## src/rtl/icc_pkg.sv

```systemverilog
// constants, register map and decode functions for the input clock configuration block
package icc_pkg;
    localparam int             NUM_IN      = 4;
    localparam int             XTAL_CH     = 0;
    localparam int             ADDR_W      = 10;
    localparam int             DATA_W      = 8;
    localparam int             RUN_W       = 11;
    localparam int             CLK_MHZ     = 100;
    localparam int             MISS_NS     = 320;
    localparam int             MISS_CYC    = (MISS_NS * CLK_MHZ) / 1000;
    localparam logic [9:0]     ADDR_XA_CFG = 10'h300;
    localparam logic [9:0]     ADDR_XA_AMP = 10'h301;
    localparam logic [9:0]     ADDR_XA_CAP = 10'h302;
    localparam logic [9:0]     ADDR_IC1    = 10'h303;
    localparam logic [9:0]     ADDR_IC2    = 10'h304;
    localparam logic [9:0]     ADDR_IC3    = 10'h305;
    localparam int             EDGE_BIT    = 6;
    localparam int             FEED_BIT    = 5;
    localparam int             WIN_LSB     = 2;
    localparam int             DIV_LSB     = 0;
    localparam int             XB_CAP_LSB  = 4;
    localparam int             XA_CAP_LSB  = 0;
    localparam logic [7:0]     CFG_MASK    = 8'h7F;
    localparam logic [7:0]     RESET_VAL   = 8'h00;

    // validation run length in input cycles; zero marks an unused code
    function automatic logic [RUN_W-1:0] win_len(input logic [2:0] sel);
        case (sel)
            3'h0:    win_len = 11'h001;
            3'h1:    win_len = 11'h004;
            3'h2:    win_len = 11'h010;
            3'h3:    win_len = 11'h040;
            3'h4:    win_len = 11'h100;
            3'h5:    win_len = 11'h400;
            default: win_len = 11'h000;
        endcase
    endfunction

    // crystal input only knows divide by 1 and 2; its unused codes fall back to 1
    function automatic logic [3:0] div_ratio(input logic [1:0] code, input logic xtal);
        case (code)
            2'h0:    div_ratio = 4'h1;
            2'h1:    div_ratio = 4'h2;
            2'h2:    div_ratio = xtal ? 4'h1 : 4'h4;
            default: div_ratio = xtal ? 4'h1 : 4'h8;
        endcase
    endfunction
endpackage

```

## src/rtl/chan_cfg_if.sv

```systemverilog
// per-input configuration carried from the register file to the channel logic
`timescale 1ns/1ps
`default_nettype none
interface chan_cfg_if;
    logic       edge_select;
    logic       monitor_feed_disable;
    logic [2:0] valid_window_sel;
    logic [1:0] input_prediv;
    modport ctrl (output edge_select, monitor_feed_disable, valid_window_sel, input_prediv);
    modport user (input edge_select, monitor_feed_disable, valid_window_sel, input_prediv);
endinterface
`default_nettype wire

```

## src/rtl/input_clock_config.sv

```systemverilog
// register file and edge logic for the four reference clock inputs
`timescale 1ns/1ps
`default_nettype none
module input_clock_config
    import icc_pkg::*;
#(
    parameter int MISS_LIMIT = MISS_CYC
) (
    input  wire logic              SYS_CLK_I,
    input  wire logic              SRST_I,
    input  wire logic              CE_I,
    input  wire logic [ADDR_W-1:0] ADDR_I,
    input  wire logic              WR_I,
    input  wire logic              RD_I,
    input  wire logic [DATA_W-1:0] WDATA_I,
    output logic      [DATA_W-1:0] RDATA_O,
    output logic                   RVALID_O,
    input  wire logic [NUM_IN-1:0] CLK_IN_I,
    output logic      [NUM_IN-1:0] REF_EDGE_O,
    output logic      [NUM_IN-1:0] VALID_O,
    output logic      [NUM_IN-1:0] EDGE_SEL_O,
    output logic      [DATA_W-1:0] OSC_AMP_O,
    output logic      [3:0]        XA_CAP_O,
    output logic      [3:0]        XB_CAP_O
);
    // index 0 is the crystal input, 1..3 the clock inputs
    logic [DATA_W-1:0] cfg_reg [NUM_IN];
    logic [DATA_W-1:0] amp_reg;
    logic [DATA_W-1:0] cap_reg;

    logic [NUM_IN-1:0] sync_a;
    logic [NUM_IN-1:0] sync_b;
    logic [NUM_IN-1:0] prev;
    logic [NUM_IN-1:0] rise;
    logic [NUM_IN-1:0] fall;
    logic [NUM_IN-1:0] sel_edge;
    logic [NUM_IN-1:0] tick;
    logic [NUM_IN-1:0] valid;

    logic [DATA_W-1:0] next_rdata;
    logic              hit_cfg;
    logic [1:0]        cfg_idx;

    chan_cfg_if cfg_bus [NUM_IN] ();

    // address decode shared by the write and read paths
    always_comb begin
        hit_cfg = 1'b1;
        cfg_idx = 2'h0;
        case (ADDR_I)
            ADDR_XA_CFG: cfg_idx = 2'h0;
            ADDR_IC1:    cfg_idx = 2'h1;
            ADDR_IC2:    cfg_idx = 2'h2;
            ADDR_IC3:    cfg_idx = 2'h3;
            default:     hit_cfg = 1'b0;
        endcase
    end

    always_ff @(posedge SYS_CLK_I) begin
        if (SRST_I) begin
            for (int i = 0; i < NUM_IN; i++) begin
                cfg_reg[i] <= RESET_VAL;
            end
        end else if (CE_I && WR_I && hit_cfg) begin
            // bit 7 is reserved and never stored
            cfg_reg[cfg_idx] <= WDATA_I & CFG_MASK;
        end
    end

    always_ff @(posedge SYS_CLK_I) begin
        if (SRST_I) begin
            amp_reg <= RESET_VAL;
            cap_reg <= RESET_VAL;
        end else if (CE_I && WR_I) begin
            if (ADDR_I == ADDR_XA_AMP) begin
                amp_reg <= WDATA_I;
            end
            if (ADDR_I == ADDR_XA_CAP) begin
                cap_reg <= WDATA_I;
            end
        end
    end

    always_comb begin
        next_rdata = '0;
        if (hit_cfg) begin
            next_rdata = cfg_reg[cfg_idx];
        end else if (ADDR_I == ADDR_XA_AMP) begin
            next_rdata = amp_reg;
        end else if (ADDR_I == ADDR_XA_CAP) begin
            next_rdata = cap_reg;
        end
    end

    // unmapped addresses read as zero; no error is signalled
    always_ff @(posedge SYS_CLK_I) begin
        if (SRST_I) begin
            RDATA_O  <= '0;
            RVALID_O <= 1'b0;
        end else if (CE_I) begin
            RVALID_O <= RD_I;
            if (RD_I) begin
                RDATA_O <= next_rdata;
            end
        end
    end

    // analog trims are held in flops so the pins never glitch on a read
    always_ff @(posedge SYS_CLK_I) begin
        if (SRST_I) begin
            OSC_AMP_O <= '0;
            XA_CAP_O  <= '0;
            XB_CAP_O  <= '0;
        end else if (CE_I) begin
            OSC_AMP_O <= amp_reg;
            XB_CAP_O  <= cap_reg[XB_CAP_LSB +: 4];
            XA_CAP_O  <= cap_reg[XA_CAP_LSB +: 4];
        end
    end

    // pins come from foreign clocks; the edge view is only as fine as SYS_CLK_I
    always_ff @(posedge SYS_CLK_I) begin
        if (SRST_I) begin
            sync_a <= '0;
            sync_b <= '0;
            prev   <= '0;
        end else if (CE_I) begin
            sync_a <= CLK_IN_I;
            sync_b <= sync_a;
            prev   <= sync_b;
        end
    end

    assign rise = sync_b & ~prev;
    assign fall = ~sync_b & prev;

    always_ff @(posedge SYS_CLK_I) begin
        if (SRST_I) begin
            EDGE_SEL_O <= '0;
            REF_EDGE_O <= '0;
            VALID_O    <= '0;
        end else if (CE_I) begin
            REF_EDGE_O <= tick;
            VALID_O    <= valid;
            for (int i = 0; i < NUM_IN; i++) begin
                EDGE_SEL_O[i] <= cfg_reg[i][EDGE_BIT];
            end
        end
    end

    for (genvar g = 0; g < NUM_IN; g++) begin : g_chan
        assign cfg_bus[g].edge_select          = cfg_reg[g][EDGE_BIT];
        assign cfg_bus[g].monitor_feed_disable = cfg_reg[g][FEED_BIT];
        assign cfg_bus[g].valid_window_sel     = cfg_reg[g][WIN_LSB +: 3];
        assign cfg_bus[g].input_prediv         = cfg_reg[g][DIV_LSB +: 2];

        // the pll path follows the chosen edge, the monitor always rising
        assign sel_edge[g] = cfg_bus[g].edge_select ? fall[g] : rise[g];

        chan_divider #(
            .IS_XTAL (g == XTAL_CH)
        ) u_div (
            .clk_i  (SYS_CLK_I),
            .srst_i (SRST_I),
            .ce_i   (CE_I),
            .edge_i (sel_edge[g]),
            .cfg    (cfg_bus[g]),
            .tick_o (tick[g])
        );

        chan_monitor #(
            .MISS_LIMIT (MISS_LIMIT)
        ) u_mon (
            .clk_i   (SYS_CLK_I),
            .srst_i  (SRST_I),
            .ce_i    (CE_I),
            .rise_i  (rise[g]),
            .cfg     (cfg_bus[g]),
            .valid_o (valid[g])
        );

    end
endmodule
`default_nettype wire

```

## src/rtl/chan_monitor.sv

```systemverilog
// activity monitor: declares an input valid after an unbroken run of edges
`timescale 1ns/1ps
`default_nettype none
module chan_monitor
    import icc_pkg::*;
#(
    parameter int GAP_W      = 8,
    parameter int MISS_LIMIT = MISS_CYC
) (
    input  wire logic   clk_i,
    input  wire logic   srst_i,
    input  wire logic   ce_i,
    input  wire logic   rise_i,
    chan_cfg_if.user    cfg,
    output var  logic   valid_o
);
    localparam logic [GAP_W-1:0] GAP_TOP = GAP_W'(MISS_LIMIT - 1);

    logic [GAP_W-1:0] gap;
    logic [RUN_W-1:0] run;
    logic [RUN_W-1:0] next_run;
    logic [RUN_W-1:0] len;
    logic             missing;

    assign len     = win_len(cfg.valid_window_sel);
    // an input that stays quiet for the whole gap budget has lost an edge
    assign missing = (gap == GAP_TOP) && !rise_i;

    always_comb begin
        next_run = run;
        if (cfg.monitor_feed_disable || missing) begin
            next_run = '0;
        end else if (rise_i && (run < len)) begin
            next_run = run + 1'b1;
        end
    end

    always_ff @(posedge clk_i) begin
        if (srst_i) begin
            gap <= '0;
        end else if (ce_i) begin
            if (rise_i || cfg.monitor_feed_disable) begin
                gap <= '0;
            end else if (gap != GAP_TOP) begin
                gap <= gap + 1'b1;
            end
        end
    end

    always_ff @(posedge clk_i) begin
        if (srst_i) begin
            run     <= '0;
            valid_o <= 1'b0;
        end else if (ce_i) begin
            run     <= next_run;
            valid_o <= (len != '0) && (next_run >= len);
        end
    end
endmodule
`default_nettype wire

```

## src/rtl/chan_divider.sv

```systemverilog
// high-speed pre-divider: one tick for every ratio selected edges
`timescale 1ns/1ps
`default_nettype none
module chan_divider
    import icc_pkg::*;
#(
    parameter bit IS_XTAL = 1'b0
) (
    input  wire logic   clk_i,
    input  wire logic   srst_i,
    input  wire logic   ce_i,
    input  wire logic   edge_i,
    chan_cfg_if.user    cfg,
    output var  logic   tick_o
);
    logic [3:0] ratio;
    logic [3:0] cnt;

    assign ratio = div_ratio(cfg.input_prediv, IS_XTAL);

    always_ff @(posedge clk_i) begin
        if (srst_i) begin
            cnt    <= '0;
            tick_o <= 1'b0;
        end else if (ce_i) begin
            tick_o <= 1'b0;
            if (edge_i) begin
                // a ratio lowered mid-count wraps at once instead of running past it
                if (cnt >= ratio - 1'b1) begin
                    cnt    <= '0;
                    tick_o <= 1'b1;
                end else begin
                    cnt <= cnt + 1'b1;
                end
            end
        end
    end
endmodule
`default_nettype wire

```

## config.mk

```make
export PLATFORM = sky130hd
export DESIGN_NAME = input_clock_config
export DESIGN_NICKNAME = d
export VERILOG_FILES = /design/src/rtl/icc_pkg.sv /design/src/rtl/chan_cfg_if.sv /design/src/rtl/input_clock_config.sv /design/src/rtl/chan_monitor.sv /design/src/rtl/chan_divider.sv
export SDC_FILE = /design/constraint.sdc
export NUM_CORES = 1
export LEC_CHECK = 0
export BUFFER_PORTS_ARGS = -buffer_cell sky130_fd_sc_hd__buf_2
export CAP_MARGIN = 25
export CELL_PAD_IN_SITES_DETAIL_PLACEMENT = 1
export CELL_PAD_IN_SITES_GLOBAL_PLACEMENT = 1
export CORE_ASPECT_RATIO = 1.25
export CORE_UTILIZATION = 51
export DETAILED_ROUTE_END_ITERATION = 16
export PLACE_DENSITY_LB_ADDON = 0.12
export SLEW_MARGIN = 20
export SYNTH_ARGS = -nofsm -noshare
export SYNTH_HDL_FRONTEND = slang
export SYNTH_SLANG_ARGS = --single-unit
export TNS_END_PERCENT = 1
```

## constraint.sdc

```tcl
create_clock -name SYS_CLK_I -period 8.46 [get_ports SYS_CLK_I]
set_input_delay 0.846 -clock SYS_CLK_I [delete_from_list [all_inputs] [get_ports SYS_CLK_I]]
set_output_delay 0.846 -clock SYS_CLK_I [all_outputs]
set_load 0.05 [all_outputs]
```

# [Word level (Yosys, flattened, before mapping)]
# Memory sizes are Yosys's and may differ from the RTL's.
# Cells that the tools add are included.
[totals] input_bits=27 word_cells=214 out_inout_bits=37 ff_bits=165 mem_bits_ro=0 latchBits=0 ramBits=28 n_memories=1
[op_classes] n_reduce_logical=54 n_lt_le_gt_ge=12 n_div=0 shift=0 n_mul=0 n_addsub=16 n_mux=53 bitwise=4 n_eq_ne=41
[memory_table] memory="cfg_reg" depth=4 width=7 rd=5 rd_clocked_by_memory_dff=0 wr=4 line="input_clock_config.sv:27" text="logic [DATA_W-1:0] cfg_reg [NUM_IN];"
[ops] op="11-bit case mux with 6 select lines" count=4
[ops] op="11-bit two-way mux" count=8
[ops] op="8-bit two-way mux" count=11
[ops] op="10-bit == test, second input constant" count=6
[ops] op="11-bit by 1-bit adder with 11-bit output, second input constant" count=4
[ops] op="11-bit greater-or-equal comparator" count=4
[ops] op="11-bit less-than comparator" count=4
[ops] op="11-bit nonzero test" count=4
[ops] op="4-bit case mux with 3 select lines" count=3
[ops] op="8-bit by 1-bit adder with 8-bit output, second input constant" count=4
[ops] op="8-bit by 5-bit == test with 1-bit output, second input constant" count=4
[ops] op="8-bit by 5-bit inequality test with 1-bit output, second input constant" count=4
[ops] op="3-bit by 2-bit == test with 1-bit output, second input constant" count=8
[ops] op="3-bit == test, second input constant" count=8
[ops] op="2-bit AND reduction" count=11
[ops] op="1-bit two-way mux" count=19
[ops] op="4-bit by 1-bit adder with 4-bit output, second input constant" count=4
[ops] op="4-bit greater-or-equal comparator" count=4
[ops] op="4-bit two-way mux" count=4
[ops] op="1-bit logical AND" count=14
[ops] op="3-bit by 1-bit == test with 1-bit output, second input constant" count=4
[ops] op="3-bit zero test" count=4
[ops] op="4-bit by 1-bit subtractor with 4-bit output, second input constant" count=3
[ops] op="4-bit AND" count=2
[ops] op="13 further kinds" count=35

# [Longest topological paths before layout]
# Gate-level depths: netlist of the first run.
[depth] ltp_word=9 ltp_mapped=18 ltp_nobuf=16

# [Modules after synthesis]
# Synthesis of the first run repeated with hierarchy kept, for this count alone.
[unflattened] cells_unflattened=1362 hier_area_um2=12032.8
[modules_own_cells] module="input_clock_config" cells_each=385 area_per_inst_um2=4031.4 seq_area_each_um2=2142.1 n_inst=1
[modules_own_cells] module="chan_monitor at g_chan[0].u_mon ..." cells_each=219 area_per_inst_um2=1731.7 seq_area_each_um2=400.4 n_inst=2
[modules_own_cells] module="chan_monitor at g_chan[2].u_mon" cells_each=189 area_per_inst_um2=1621.6 seq_area_each_um2=400.4 n_inst=1
[modules_own_cells] module="chan_monitor at g_chan[3].u_mon" cells_each=201 area_per_inst_um2=1601.5 seq_area_each_um2=400.4 n_inst=1
[modules_own_cells] module="chan_divider at g_chan[1].u_div ..." cells_each=41 area_per_inst_um2=357.8 seq_area_each_um2=100.1 n_inst=3
[modules_own_cells] module="chan_divider at g_chan[0].u_div" cells_each=26 area_per_inst_um2=241.5 seq_area_each_um2=100.1 n_inst=1

# [Worst setup path after synthesis of the first run]
# Ideal clock, no wire load.
[synth_timing] path_type="register to register" from="memory cfg_reg[0][2] (netlist name)" to="register g_chan[0].u_mon.valid_o" setup_slack_ns=4.554 t_arrival_ns=3.770 synth_period_minus_slack_ns=3.906 path_buffers=1 setup_time_ns=0.136 required_ns=8.324 stages_incl_launch_ff=16 cell_sequence="edfxtp_1 or3b_2 ha_1 nand4bb_1 a211o_1 a2111oi_1 buf_2 nor2_1 xor2_1 nand2_1 ha_1 nand2b_1 a2111oi_0 o211ai_1 o31ai_1 o211ai_1"
[synth_lines] element="start: declaration" line="input_clock_config.sv:27"
[synth_lines] element="end signal: assignment" line="chan_monitor.sv:56" text="valid_o <= (len != '0) && (next_run >= len);"
[synth_lines] element="end: declaration" line="chan_monitor.sv:15" text="output var logic valid_o"

==> impl_metrics.py, run 1 <==
metrics = {
    "critical_path": {
        "arrival_ps": 4680,
        "cp-end-kind": "flop",
        "crit_type": "reg2reg",
        "cp.required_ps": 8790,
        "cp-start-kind": "flop",
        "r2r_slack_ps": 4110,
        "worstPathMaxFanout": 9,
        "reg2regPathDepth": 15,
        "regToRegStartpoint": "cfg_reg[3][2]$_DFFE_PP_",
        "r2r_end": "g_chan[3].u_mon.valid_o$_SDFFE_PP0P_",
    },
    "timing": {
        "timing.final.crit_share_pct": 51.5,
        "hold_violations": 0,
        "fin_setup_tns_ps": 0,
        "fmax_mhz": 230,
        "fin_skew_ps": 21.6,
        "rsz0062_at_grt": "false",
        "maxSlewViolCount": 0,
        "worst_pin_slew_ps": 917,
        "final-setup-viol-count": 0,
        "maxSlewHeadroom_pct": 38.4,
        "period_needed_ps": 4350,
    },
    "route": {
        "dr.pass1.iters": 7,
        "post-route-drc-count": 0,
        "drt_iter0_drc": 594,
        "via_per_inst": 6.03,
        "wirelength_mm": 30.2,
        "ant_nets": 0,
        "via_count": 9480,
        "avgRoutedWirePerCell_microns": 19.2,
    },
    "logic_synthesis": {
        "ys_ff_latch": 193,
        "syn_nets": 1345,
        "dominantRegCellSynth": "dfxtp_1",
        "yosysTopAreaCellShare_pct": 30.1,
        "ys_top_cells_by_area": "dfxtp_1 30%, mux2i_1 8.3%, edfxtp_1 7.7%, ha_1 7.5%, nor2_1 6.7%",
        "netlist_area_sq_mm": 0.0110,
        "seq_area_frac_synth_pct": 37.7,
        "synth_edf_count": 28,
        "yosys-top-cells-count": "197 x nor2_1, 165 x dfxtp_1, 104 x nand2_1",
        "ys_async_sr_fraction_pct": 0,
        "yosysUniqueCellTypes": 82,
        "syn_inst": 1252,
        "syn_area_per_cell_sq_um": 8.78,
        "yosysWarnings": 0,
        "yosysMostFrequentCell": "nor2_1",
        "synth_area_leader_cell": "dfxtp_1",
    },
    "final_layout": {
        "largest_register_ffs": 44,
        "stdcell_count": 1573,
        "fin_util_pct": 57.7,
        "nets": 1379,
        "drive_above_1_share_pct": 10.3,
        "fillerInstances": 2487,
        "diodes": 0,
        "fin_area_sq_mm": 0.0121,
        "syn2layout_area_growth_pct": 10.1,
    },
    "pwr": {
        "ir_worst_vdd_uv": 146,
        "powerDensity_mw_per_mm2": 164,
        "p_total_uw": 1990,
        "leakage_uw": 0.00488,
    },
    "placed_design": {
        "place_area_sq_mm": 0.0115,
        "dp.cells": 1540,
        "port_buffers": 63,
        "dp_hpwl_mm": 21.4,
        "place.gp.congestion": 0.828,
    },
    "clocking": {
        "path_clk_slew_ps": 80,
        "clk_latency_ps": 460,
        "cts_tree": "yes",
        "numClockSinks": 193,
        "cts_buffers": 17,
        "cts_setup_buffers": 0,
        "clock_tree.root_cell": "clkbuf_16",
        "htreeDepth": 4,
        "cts_max_path_buffers": 2,
        "cts-resized-gates": 0,
        "cts_hold_repair.buffers": 0,
    },
    "status": {
        "status": "complete, no violations",
    },
    "global_routing": {
        "grt_pass1_wl_mm": 50.1,
        "grt_max_degree": 70,
        "grt_pass1_vias": 9798,
        "antenna_found_initial": 0,
        "gr-total-overflow": 0,
        "grt.total_usage_pct": 28.1,
    },
    "floorplanning": {
        "start_util_pct": 52.4,
        "dieArea_sq_mm": 0.0221,
        "core-area_sq_mm": 0.0210,
        "num_rows": 59,
        "die_x_microns": 133,
        "die_y_microns": 166,
        "pin_count": 64,
    },
    "min_path": {
        "whs_endpoint": "g_chan[1].u_div.tick_o$_SDFFE_PP0P_",
        "hold_start": "g_chan[1].u_div.tick_o$_SDFFE_PP0P_",
        "min_path_cells": 2,
        "holdCritPathClass": "reg2reg",
    },
    "run": {
        "drv_cap": 0,
    },
}
[layout by cell type (no fill, tap or decap), drive strengths merged, types with 8 or more instances in the layout]
cell type / n
nor4: 9
ha: 66
xor2: 40
and3: 21
a31oi: 16
nand3b: 14
nor2: 197
nand3: 23
a211oi: 16
buf: 74
a211o: 10
a21oi: 53
nor3: 24
nand2: 104
nand4: 25
nor2b: 11
inv: 30
dfxtp: 165
mux2i: 91
and2: 40
nand2b: 18
edfxtp: 28
or4: 8
o21ai: 37
clkbuf: 18
o31ai: 10
xnor2: 22
[cells by family (layout without fill, tap and decap cells)]
family | after synthesis | after routing | synth area share (%)
compound gates | 218 | 218 | 13.8
xor+xnor | 62 | 62 | 4.94
fa+ha+maj | 66 | 66 | 7.51
buf+inv | 82 | 129 | 2.98
flops | 193 | 193 | 37.7
mux | 92 | 92 | 8.39
simple gates | 539 | 539 | 24.6
[worst max path at each step]
| stage | startpoint | endpoint | slack, ps |
|---|---|---|---|
| floorplan | cfg_reg[0][2]$_SDFFCE_PN0P_ | g_chan[0].u_mon.valid_o$_SDFFE_PP0P_ | 4550 |
| global placement | cfg_reg[0][2]$_SDFFCE_PN0P_ | g_chan[0].u_mon.valid_o$_SDFFE_PP0P_ | 4330 |
| detailed placement | cfg_reg[3][2]$_DFFE_PP_ | g_chan[3].u_mon.valid_o$_SDFFE_PP0P_ | 4230 |
| CTS | cfg_reg[3][3]$_DFFE_PP_ | g_chan[3].u_mon.valid_o$_SDFFE_PP0P_ | 4070 |
| global route | cfg_reg[3][2]$_DFFE_PP_ | g_chan[3].u_mon.valid_o$_SDFFE_PP0P_ | 3810 |
| finish | cfg_reg[3][2]$_DFFE_PP_ | g_chan[3].u_mon.valid_o$_SDFFE_PP0P_ | 4110 |
[through the flow]
| step | setup WS (ps) | hold WS, ps |
|---|---|---|
| 6_report | 4110 | 476 |
| 5_1_grt | 3810 | 491 |
| 4_1_cts | 4070 | 477 |
| 3_3_place_gp | 4330 | 456 |
| 3_5_place_dp | 4230 | 463 |
| 2_1_floorplan | 4550 | 442 |
[metal layers]
layer	share of wire, %	track usage [%]	vias to the layer above
met4	2.6	11.2	0
met1	43	33.9	4670
met5	0	0	-
met3	3.3	4.03	59
li1	-	-	4591
met2	51	50.0	160
[critical path, stage by stage (launching register included)]
cell and delay, ps:
edfxtp_1 510, or3b_2 540, ha_1 310, a211o_1 290, a21oi_1 260, a21boi_2 190, nor3b_2 270, nand3_1 190
xor2_1 220, nor2_1 70, ha_1 340, nor2_1 80, o22a_1 220, nor4_1 310, nor3_1 110, o41ai_1 340
[layout make-up]
cell class | instances | area, sq um | share of cell area, %
multi-input cells | 977 | 6520 | 53.9
flip-flops and latches | 193 | 4140 | 34.2
clock buffers | 17 | 425 | 3.51
repair buffers | 75 | 404 | 3.34
well taps | 274 | 343 | 2.83
clock inverters | 15 | 185 | 1.53
inverters | 22 | 82.6 | 0.682
[power breakdown]
| group | total [uW] | internal [uW] | leakage (uW) | switching, uW |
|---|---|---|---|---|
| Sequential | 966 | 946 | 0.00160 | 20.5 |
| Combinational | 176 | 57.1 | 0.00298 | 119 |
| Clock | 848 | 427 | 0.000300 | 420 |
Note: power is estimated with default switching activity, not from simulation.
==> inputs of run 2 (changes only) <==
--- a/config.mk
+++ b/config.mk
@@ -10,7 +10,7 @@
 export CELL_PAD_IN_SITES_DETAIL_PLACEMENT = 1
 export CELL_PAD_IN_SITES_GLOBAL_PLACEMENT = 1
 export CORE_ASPECT_RATIO = 1.25
-export CORE_UTILIZATION = 51
+export CORE_UTILIZATION = 47
 export DETAILED_ROUTE_END_ITERATION = 16
 export PLACE_DENSITY_LB_ADDON = 0.12
 export SLEW_MARGIN = 20
==> constraint.sdc (replaced) <==
create_clock -name SYS_CLK_I -period 4.5 [get_ports SYS_CLK_I]
set_input_delay 0.45 -clock SYS_CLK_I [delete_from_list [all_inputs] [get_ports SYS_CLK_I]]
set_output_delay 0.45 -clock SYS_CLK_I [all_outputs]
set_load 0.05 [all_outputs]
==> run 2 against run 1 <==
  * Sequential power increased by 88%
  * Fmax is 6.2% higher
  * Sequential share of layout area fell by 0.064 points
  * Global-route usage is 2.0 points lower
  * Final cell count grew 1.0%
  * First-iteration DRC count decreased by 20%
  * Setup slack worse by 3700 ps
  * Register-to-register slack lost 3700 ps
  * Flip-flop and latch count unchanged
==> impl_metrics.py, run 2 (synthesis gave the netlist of run 1 again) <==
metrics = {
    "global_routing": {
        "antenna_found_initial": 0,
        "grt_pass1_wl_mm": 50.4,
        "grt.total_usage_pct": 26.1,
        "grt_pass1_vias": 9853,
        "grt_max_degree": 72,
        "gr-total-overflow": 0,
    },
    "placed_design": {
        "port_buffers": 63,
        "place_area_sq_mm": 0.0115,
        "place_ws_ps": 432,
        "dp_hpwl_mm": 21.8,
        "place.gp.congestion": 0.844,
    },
    "route": {
        "wirelength_mm": 30.3,
        "post-route-drc-count": 0,
        "dr.pass1.iters": 5,
        "ant_nets": 0,
        "avgRoutedWirePerCell_microns": 19.1,
        "drt_iter0_drc": 478,
        "via_per_inst": 5.93,
        "via_count": 9430,
    },
    "floorplanning": {
        "num_rows": 62,
        "die_y_microns": 173,
        "dieArea_sq_mm": 0.0240,
        "pin_count": 64,
        "core-area_sq_mm": 0.0230,
        "start_util_pct": 47.9,
        "die_x_microns": 139,
    },
    "final_layout": {
        "drive_above_1_share_pct": 10.5,
        "final_common_cell": "nor2_1",
        "fin_area_sq_mm": 0.0121,
        "largest_register_ffs": 44,
        "diodes": 0,
        "syn2layout_area_growth_pct": 10.3,
        "mostFrequentLayoutCells": "197 x nor2_1, 165 x dfxtp_1, 104 x nand2_1, 91 x mux2i_1, 66 x ha_1",
        "nets": 1381,
    },
    "timing": {
        "maxSlewViolCount": 0,
        "whs_ps": 240,
        "rsz0062_at_grt": "false",
        "period_needed_ps": 4100,
        "fin_setup_tns_ps": 0,
        "fin_skew_ps": 8.81,
        "fmax_mhz": 244,
        "final-setup-viol-count": 0,
        "setup_slack_ps": 402,
        "worst_pin_slew_ps": 904,
        "timing.final.crit_share_pct": 91.1,
        "maxSlewHeadroom_pct": 39.2,
        "hold_violations": 0,
    },
    "critical_path": {
        "cp-start-kind": "flop",
        "reg2regPathDepth": 15,
        "worstSetupStartpoint": "cfg_reg[3][2]$_DFFE_PP_",
        "worstPathMaxFanout": 9,
        "cp.required_ps": 4840,
        "crit_type": "reg2reg",
        "cp-end-kind": "flop",
        "arrival_ps": 4430,
        "regToRegStartpoint": "cfg_reg[3][2]$_DFFE_PP_",
    },
    "clocking": {
        "cts_setup_buffers": 0,
        "path_clk_slew_ps": 70,
        "cts_hold_repair.buffers": 0,
        "clk_latency_ps": 450,
        "cts_buffers": 17,
        "cts_tree": "yes",
        "clock_tree.root_cell": "clkbuf_16",
        "numClockSinks": 193,
        "cts-resized-gates": 0,
        "cts_max_path_buffers": 2,
        "htreeDepth": 4,
    },
    "min_path": {
        "holdCritPathClass": "in2reg",
        "hold_start": "CLK_IN_I[0]",
        "min_path_cells": 3,
    },
    "pwr": {
        "powerDensity_mw_per_mm2": 305,
        "ir_worst_vdd_uv": 266,
        "leakage_uw": 0.00489,
        "p_total_uw": 3700,
    },
    "status": {
        "status": "complete, no violations",
    },
    "run": {
        "drv_cap": 0,
    },
}
## run 2: metrics by stage
step | util (%) | cells
after floorplan | - | 1252
after global placement | 50.2 | 1557
after detailed placement | 50.2 | 1557
after CTS | 52.8 | 1589
after global routing | 52.8 | 1589
final | 52.8 | 1589
## run 2: layout make-up
type / count / area, sq um
Timing Repair Buffer: 77 / 425
Clock inverter: 13 / 139
Multi-Input combinational cell: 977 / 6520
Sequential cell: 193 / 4140
Inverter: 22 / 82.6
Clock buffer: 19 / 454
Fill cell: 2746 / 10800
Tap cell: 288 / 360
## run 2: layer usage
metal	global-route usage, %	routed length, microns	part of all wire [%]	vias to the layer above
li1	-	-	-	4604
met1	30.6	12900	43	4640
met2	48.7	15900	52	142
met3	2.74	903	3.0	44
met4	9.68	588	1.9	0
met5	0	0	0	-
## run 2: critical path: stages, from the launching register on
cell      delay, ps
edfxtp_1        470
or3b_2          530
ha_1            310
a211o_1         300
a21oi_1         270
a21boi_2        180
nor3b_2         260
nand3_1         160
xor2_1          170
nor2_1           60
ha_1            360
nor2_1           60
o22a_1          190
nor4_1          250
nor3_1           80
o41ai_1         320
## run 2: final timing paths
kind,to,slack [ps]
max,g_chan[3].u_mon.valid_o$_SDFFE_PP0P_,400
min,sync_a[0]$_SDFFE_PP0P_,240
max reg2reg,g_chan[3].u_mon.valid_o$_SDFFE_PP0P_,400
min reg2reg,g_chan[0].u_div.cnt[3]$_SDFFE_PP0P_,490
## run 2: where the power goes
part           internal (uW)  total (uW)  switching (uW)
Combinational            109         332             224
Sequential              1780        1820            37.4
Clock                    817        1550             731
==> inputs of run 3 (changes only) <==
==> constraint.sdc (replaced) <==
create_clock -name SYS_CLK_I -period 3.98 [get_ports SYS_CLK_I]
set_input_delay 0.398 -clock SYS_CLK_I [delete_from_list [all_inputs] [get_ports SYS_CLK_I]]
set_output_delay 0.398 -clock SYS_CLK_I [all_outputs]
set_load 0.05 [all_outputs]
==> run 3 against run 2 <==
  * First-iteration DRC count is 8.6% higher
  * Final cell count is 2.0% higher
  * Clock power grew 14%
  * Hold slack got worse by 54 ps
  * Largest cell class unchanged
==> impl_metrics.py, run 3 (synthesis gave the netlist of run 1 again) <==
metrics = {
    "final_layout": {
        "nets": 1413,
        "final_common_cell": "nor2_1",
        "fillerInstances": 2738,
        "syn2layout_area_growth_pct": 13.0,
        "drive_above_1_share_pct": 13.4,
        "mostFrequentLayoutCells": "194 x nor2_1, 165 x dfxtp_1, 104 x nand2_1, 91 x mux2i_1, 66 x ha_1",
        "largest_register_ffs": 44,
        "fin_util_pct": 54.1,
        "multi_input_area_sq_mm": 0.00658,
        "ff_latch_area_sq_mm": 0.00414,
        "diodes": 0,
    },
    "route": {
        "avgRoutedWirePerCell_microns": 19.4,
        "via_count": 9732,
        "ant_nets": 0,
        "post-route-drc-count": 0,
        "dr.pass1.iters": 5,
        "via_per_inst": 6.00,
        "wirelength_mm": 31.5,
        "drt_iter0_drc": 519,
    },
    "pwr": {
        "powerDensity_mw_per_mm2": 340,
        "p_total_uw": 4220,
        "leakage_uw": 0.00507,
        "ir_worst_vdd_uv": 349,
    },
    "timing": {
        "maxSlewHeadroom_pct": 46.5,
        "hold_violations": 0,
        "fmax_mhz": 261,
        "whs_ps": 186,
        "fin_skew_ps": 11.5,
        "final-setup-viol-count": 0,
        "maxSlewViolCount": 0,
        "worst_pin_slew_ps": 798,
        "period_needed_ps": 3830,
        "rsz0062_at_grt": "true",
        "timing.final.crit_share_pct": 96.2,
        "fin_setup_tns_ps": 0,
    },
    "critical_path": {
        "regToRegStartpoint": "cfg_reg[0][2]$_SDFFCE_PN0P_",
        "worstSetupStartpoint": "cfg_reg[0][2]$_SDFFCE_PN0P_",
        "endpoint": "g_chan[0].u_mon.valid_o$_SDFFE_PP0P_",
        "arrival_ps": 4160,
        "r2r_end": "g_chan[0].u_mon.valid_o$_SDFFE_PP0P_",
        "cp_cell_sequence": "or3b_2, ha_1, a211o_1, a21oi_2, a2111o_1, nand3_2, nor2_1, xnor2_1, nor2_1, ha_1, a2111oi_1, o211ai_1, o31ai_1, o211ai_1",
        "cp-end-kind": "flop",
        "cp.required_ps": 4310,
        "path_buf_inv": 0,
        "r2r_slack_ps": 150,
        "slowest_delay_ps": 530,
        "cp_top_family": "compound AO/OA/AOI/OAI gates",
        "crit_type": "reg2reg",
        "path_depth": 14,
        "cp-start-kind": "flop",
        "worstPathMaxFanout": 6,
        "crit_slowest_cell": "or3b_2",
        "reg2regPathDepth": 14,
    },
    "clocking": {
        "htreeDepth": 4,
        "cts_hold_repair.buffers": 0,
        "clock_tree.root_cell": "clkbuf_16",
        "numClockSinks": 193,
        "cts_tree": "yes",
        "clk_latency_ps": 460,
        "path_clk_slew_ps": 80,
        "cts_buffers": 17,
        "cts_max_path_buffers": 2,
    },
    "global_routing": {
        "gr-total-overflow": 0,
        "grt_max_degree": 60,
        "grt_pass1_vias": 9929,
        "antenna_found_initial": 0,
        "grt_pass1_wl_mm": 51.1,
        "grt.total_usage_pct": 26.6,
    },
    "placed_design": {
        "place.gp.congestion": 0.883,
        "dp_hpwl_mm": 22.3,
        "port_buffers": 63,
    },
    "status": {
        "status": "complete, no violations",
    },
    "floorplanning": {
        "die_x_microns": 139,
        "num_rows": 62,
        "dieArea_sq_mm": 0.0240,
        "core-area_sq_mm": 0.0230,
        "start_util_pct": 47.9,
        "pin_count": 64,
        "die_y_microns": 173,
    },
    "min_path": {
        "holdCritPathClass": "in2reg",
    },
    "run": {
        "drv_cap": 0,
    },
}
==> run 3: cell type report <==
class | count | share of cell area (%)
Clock inverter | 15 | 1.31
Inverter | 22 | 0.665
Clock buffer | 17 | 3.43
Multi-Input combinational cell | 977 | 53.0
Tap cell | 288 | 2.90
Timing Repair Buffer | 109 | 5.36
Sequential cell | 193 | 33.4
==> run 3: layer usage <==
metal	track usage (%)	wire length (microns)
met5	0	0
met4	10.1	726
met3	3.57	730
met2	49.6	16600
met1	30.6	13500
==> run 3: worst min-delay path by stage <==
stage	slack [ps]	cells past startpoint	from	endpoint
finish	190	3	CLK_IN_I[0]	sync_a[0]$_SDFFE_PP0P_
global route	200	3	CLK_IN_I[0]	sync_a[0]$_SDFFE_PP0P_
CTS	180	3	CLK_IN_I[0]	sync_a[0]$_SDFFE_PP0P_
detailed placement	460	2	g_chan[2].u_div.tick_o$_SDFFE_PP0P_	g_chan[2].u_div.tick_o$_SDFFE_PP0P_
global placement	460	2	g_chan[0].u_div.cnt[3]$_SDFFE_PP0P_	g_chan[0].u_div.cnt[3]$_SDFFE_PP0P_
floorplan	440	2	g_chan[0].u_div.cnt[3]$_SDFFE_PP0P_	g_chan[0].u_div.cnt[3]$_SDFFE_PP0P_
==> run 3: per-stage QoR <==
| stage | instances | area [sq um] | setup slack, ps |
|---|---|---|---|
| floorplan | 1252 | 11000 | 73.9 |
| global placement | 1581 | 11700 | 185 |
| detailed placement | 1581 | 11700 | -1.20 |
| CTS | 1613 | 12300 | 29.3 |
| global route | 1621 | 12400 | -51.5 |
| finish | 1621 | 12400 | 150 |
==> run 3: power by group <==
part	total (uW)	internal, uW	switching (uW)	leakage [uW]
clock network	1770	895	872	0.000290
logic	412	142	271	0.00318
registers	2040	2010	34.8	0.00160
total	4220	3050	1180	0.00507
==> run 3: repair_timing <==
item | in CTS | in global routing
resized for setup | 2 | 12
pin swaps | 0 | 7
setup buffers | 0 | 7
setup endpoints to repair | 1 | 4
==> run 3: tightest hold or removal path: cells and delay by family <==
| family | cells | cell delay, ps |
|---|---|---|
| buffers and inverters | 1 | 70 |
| multiplexers | 1 | 50 |
| AND/OR/NAND/NOR | 1 | 70 |
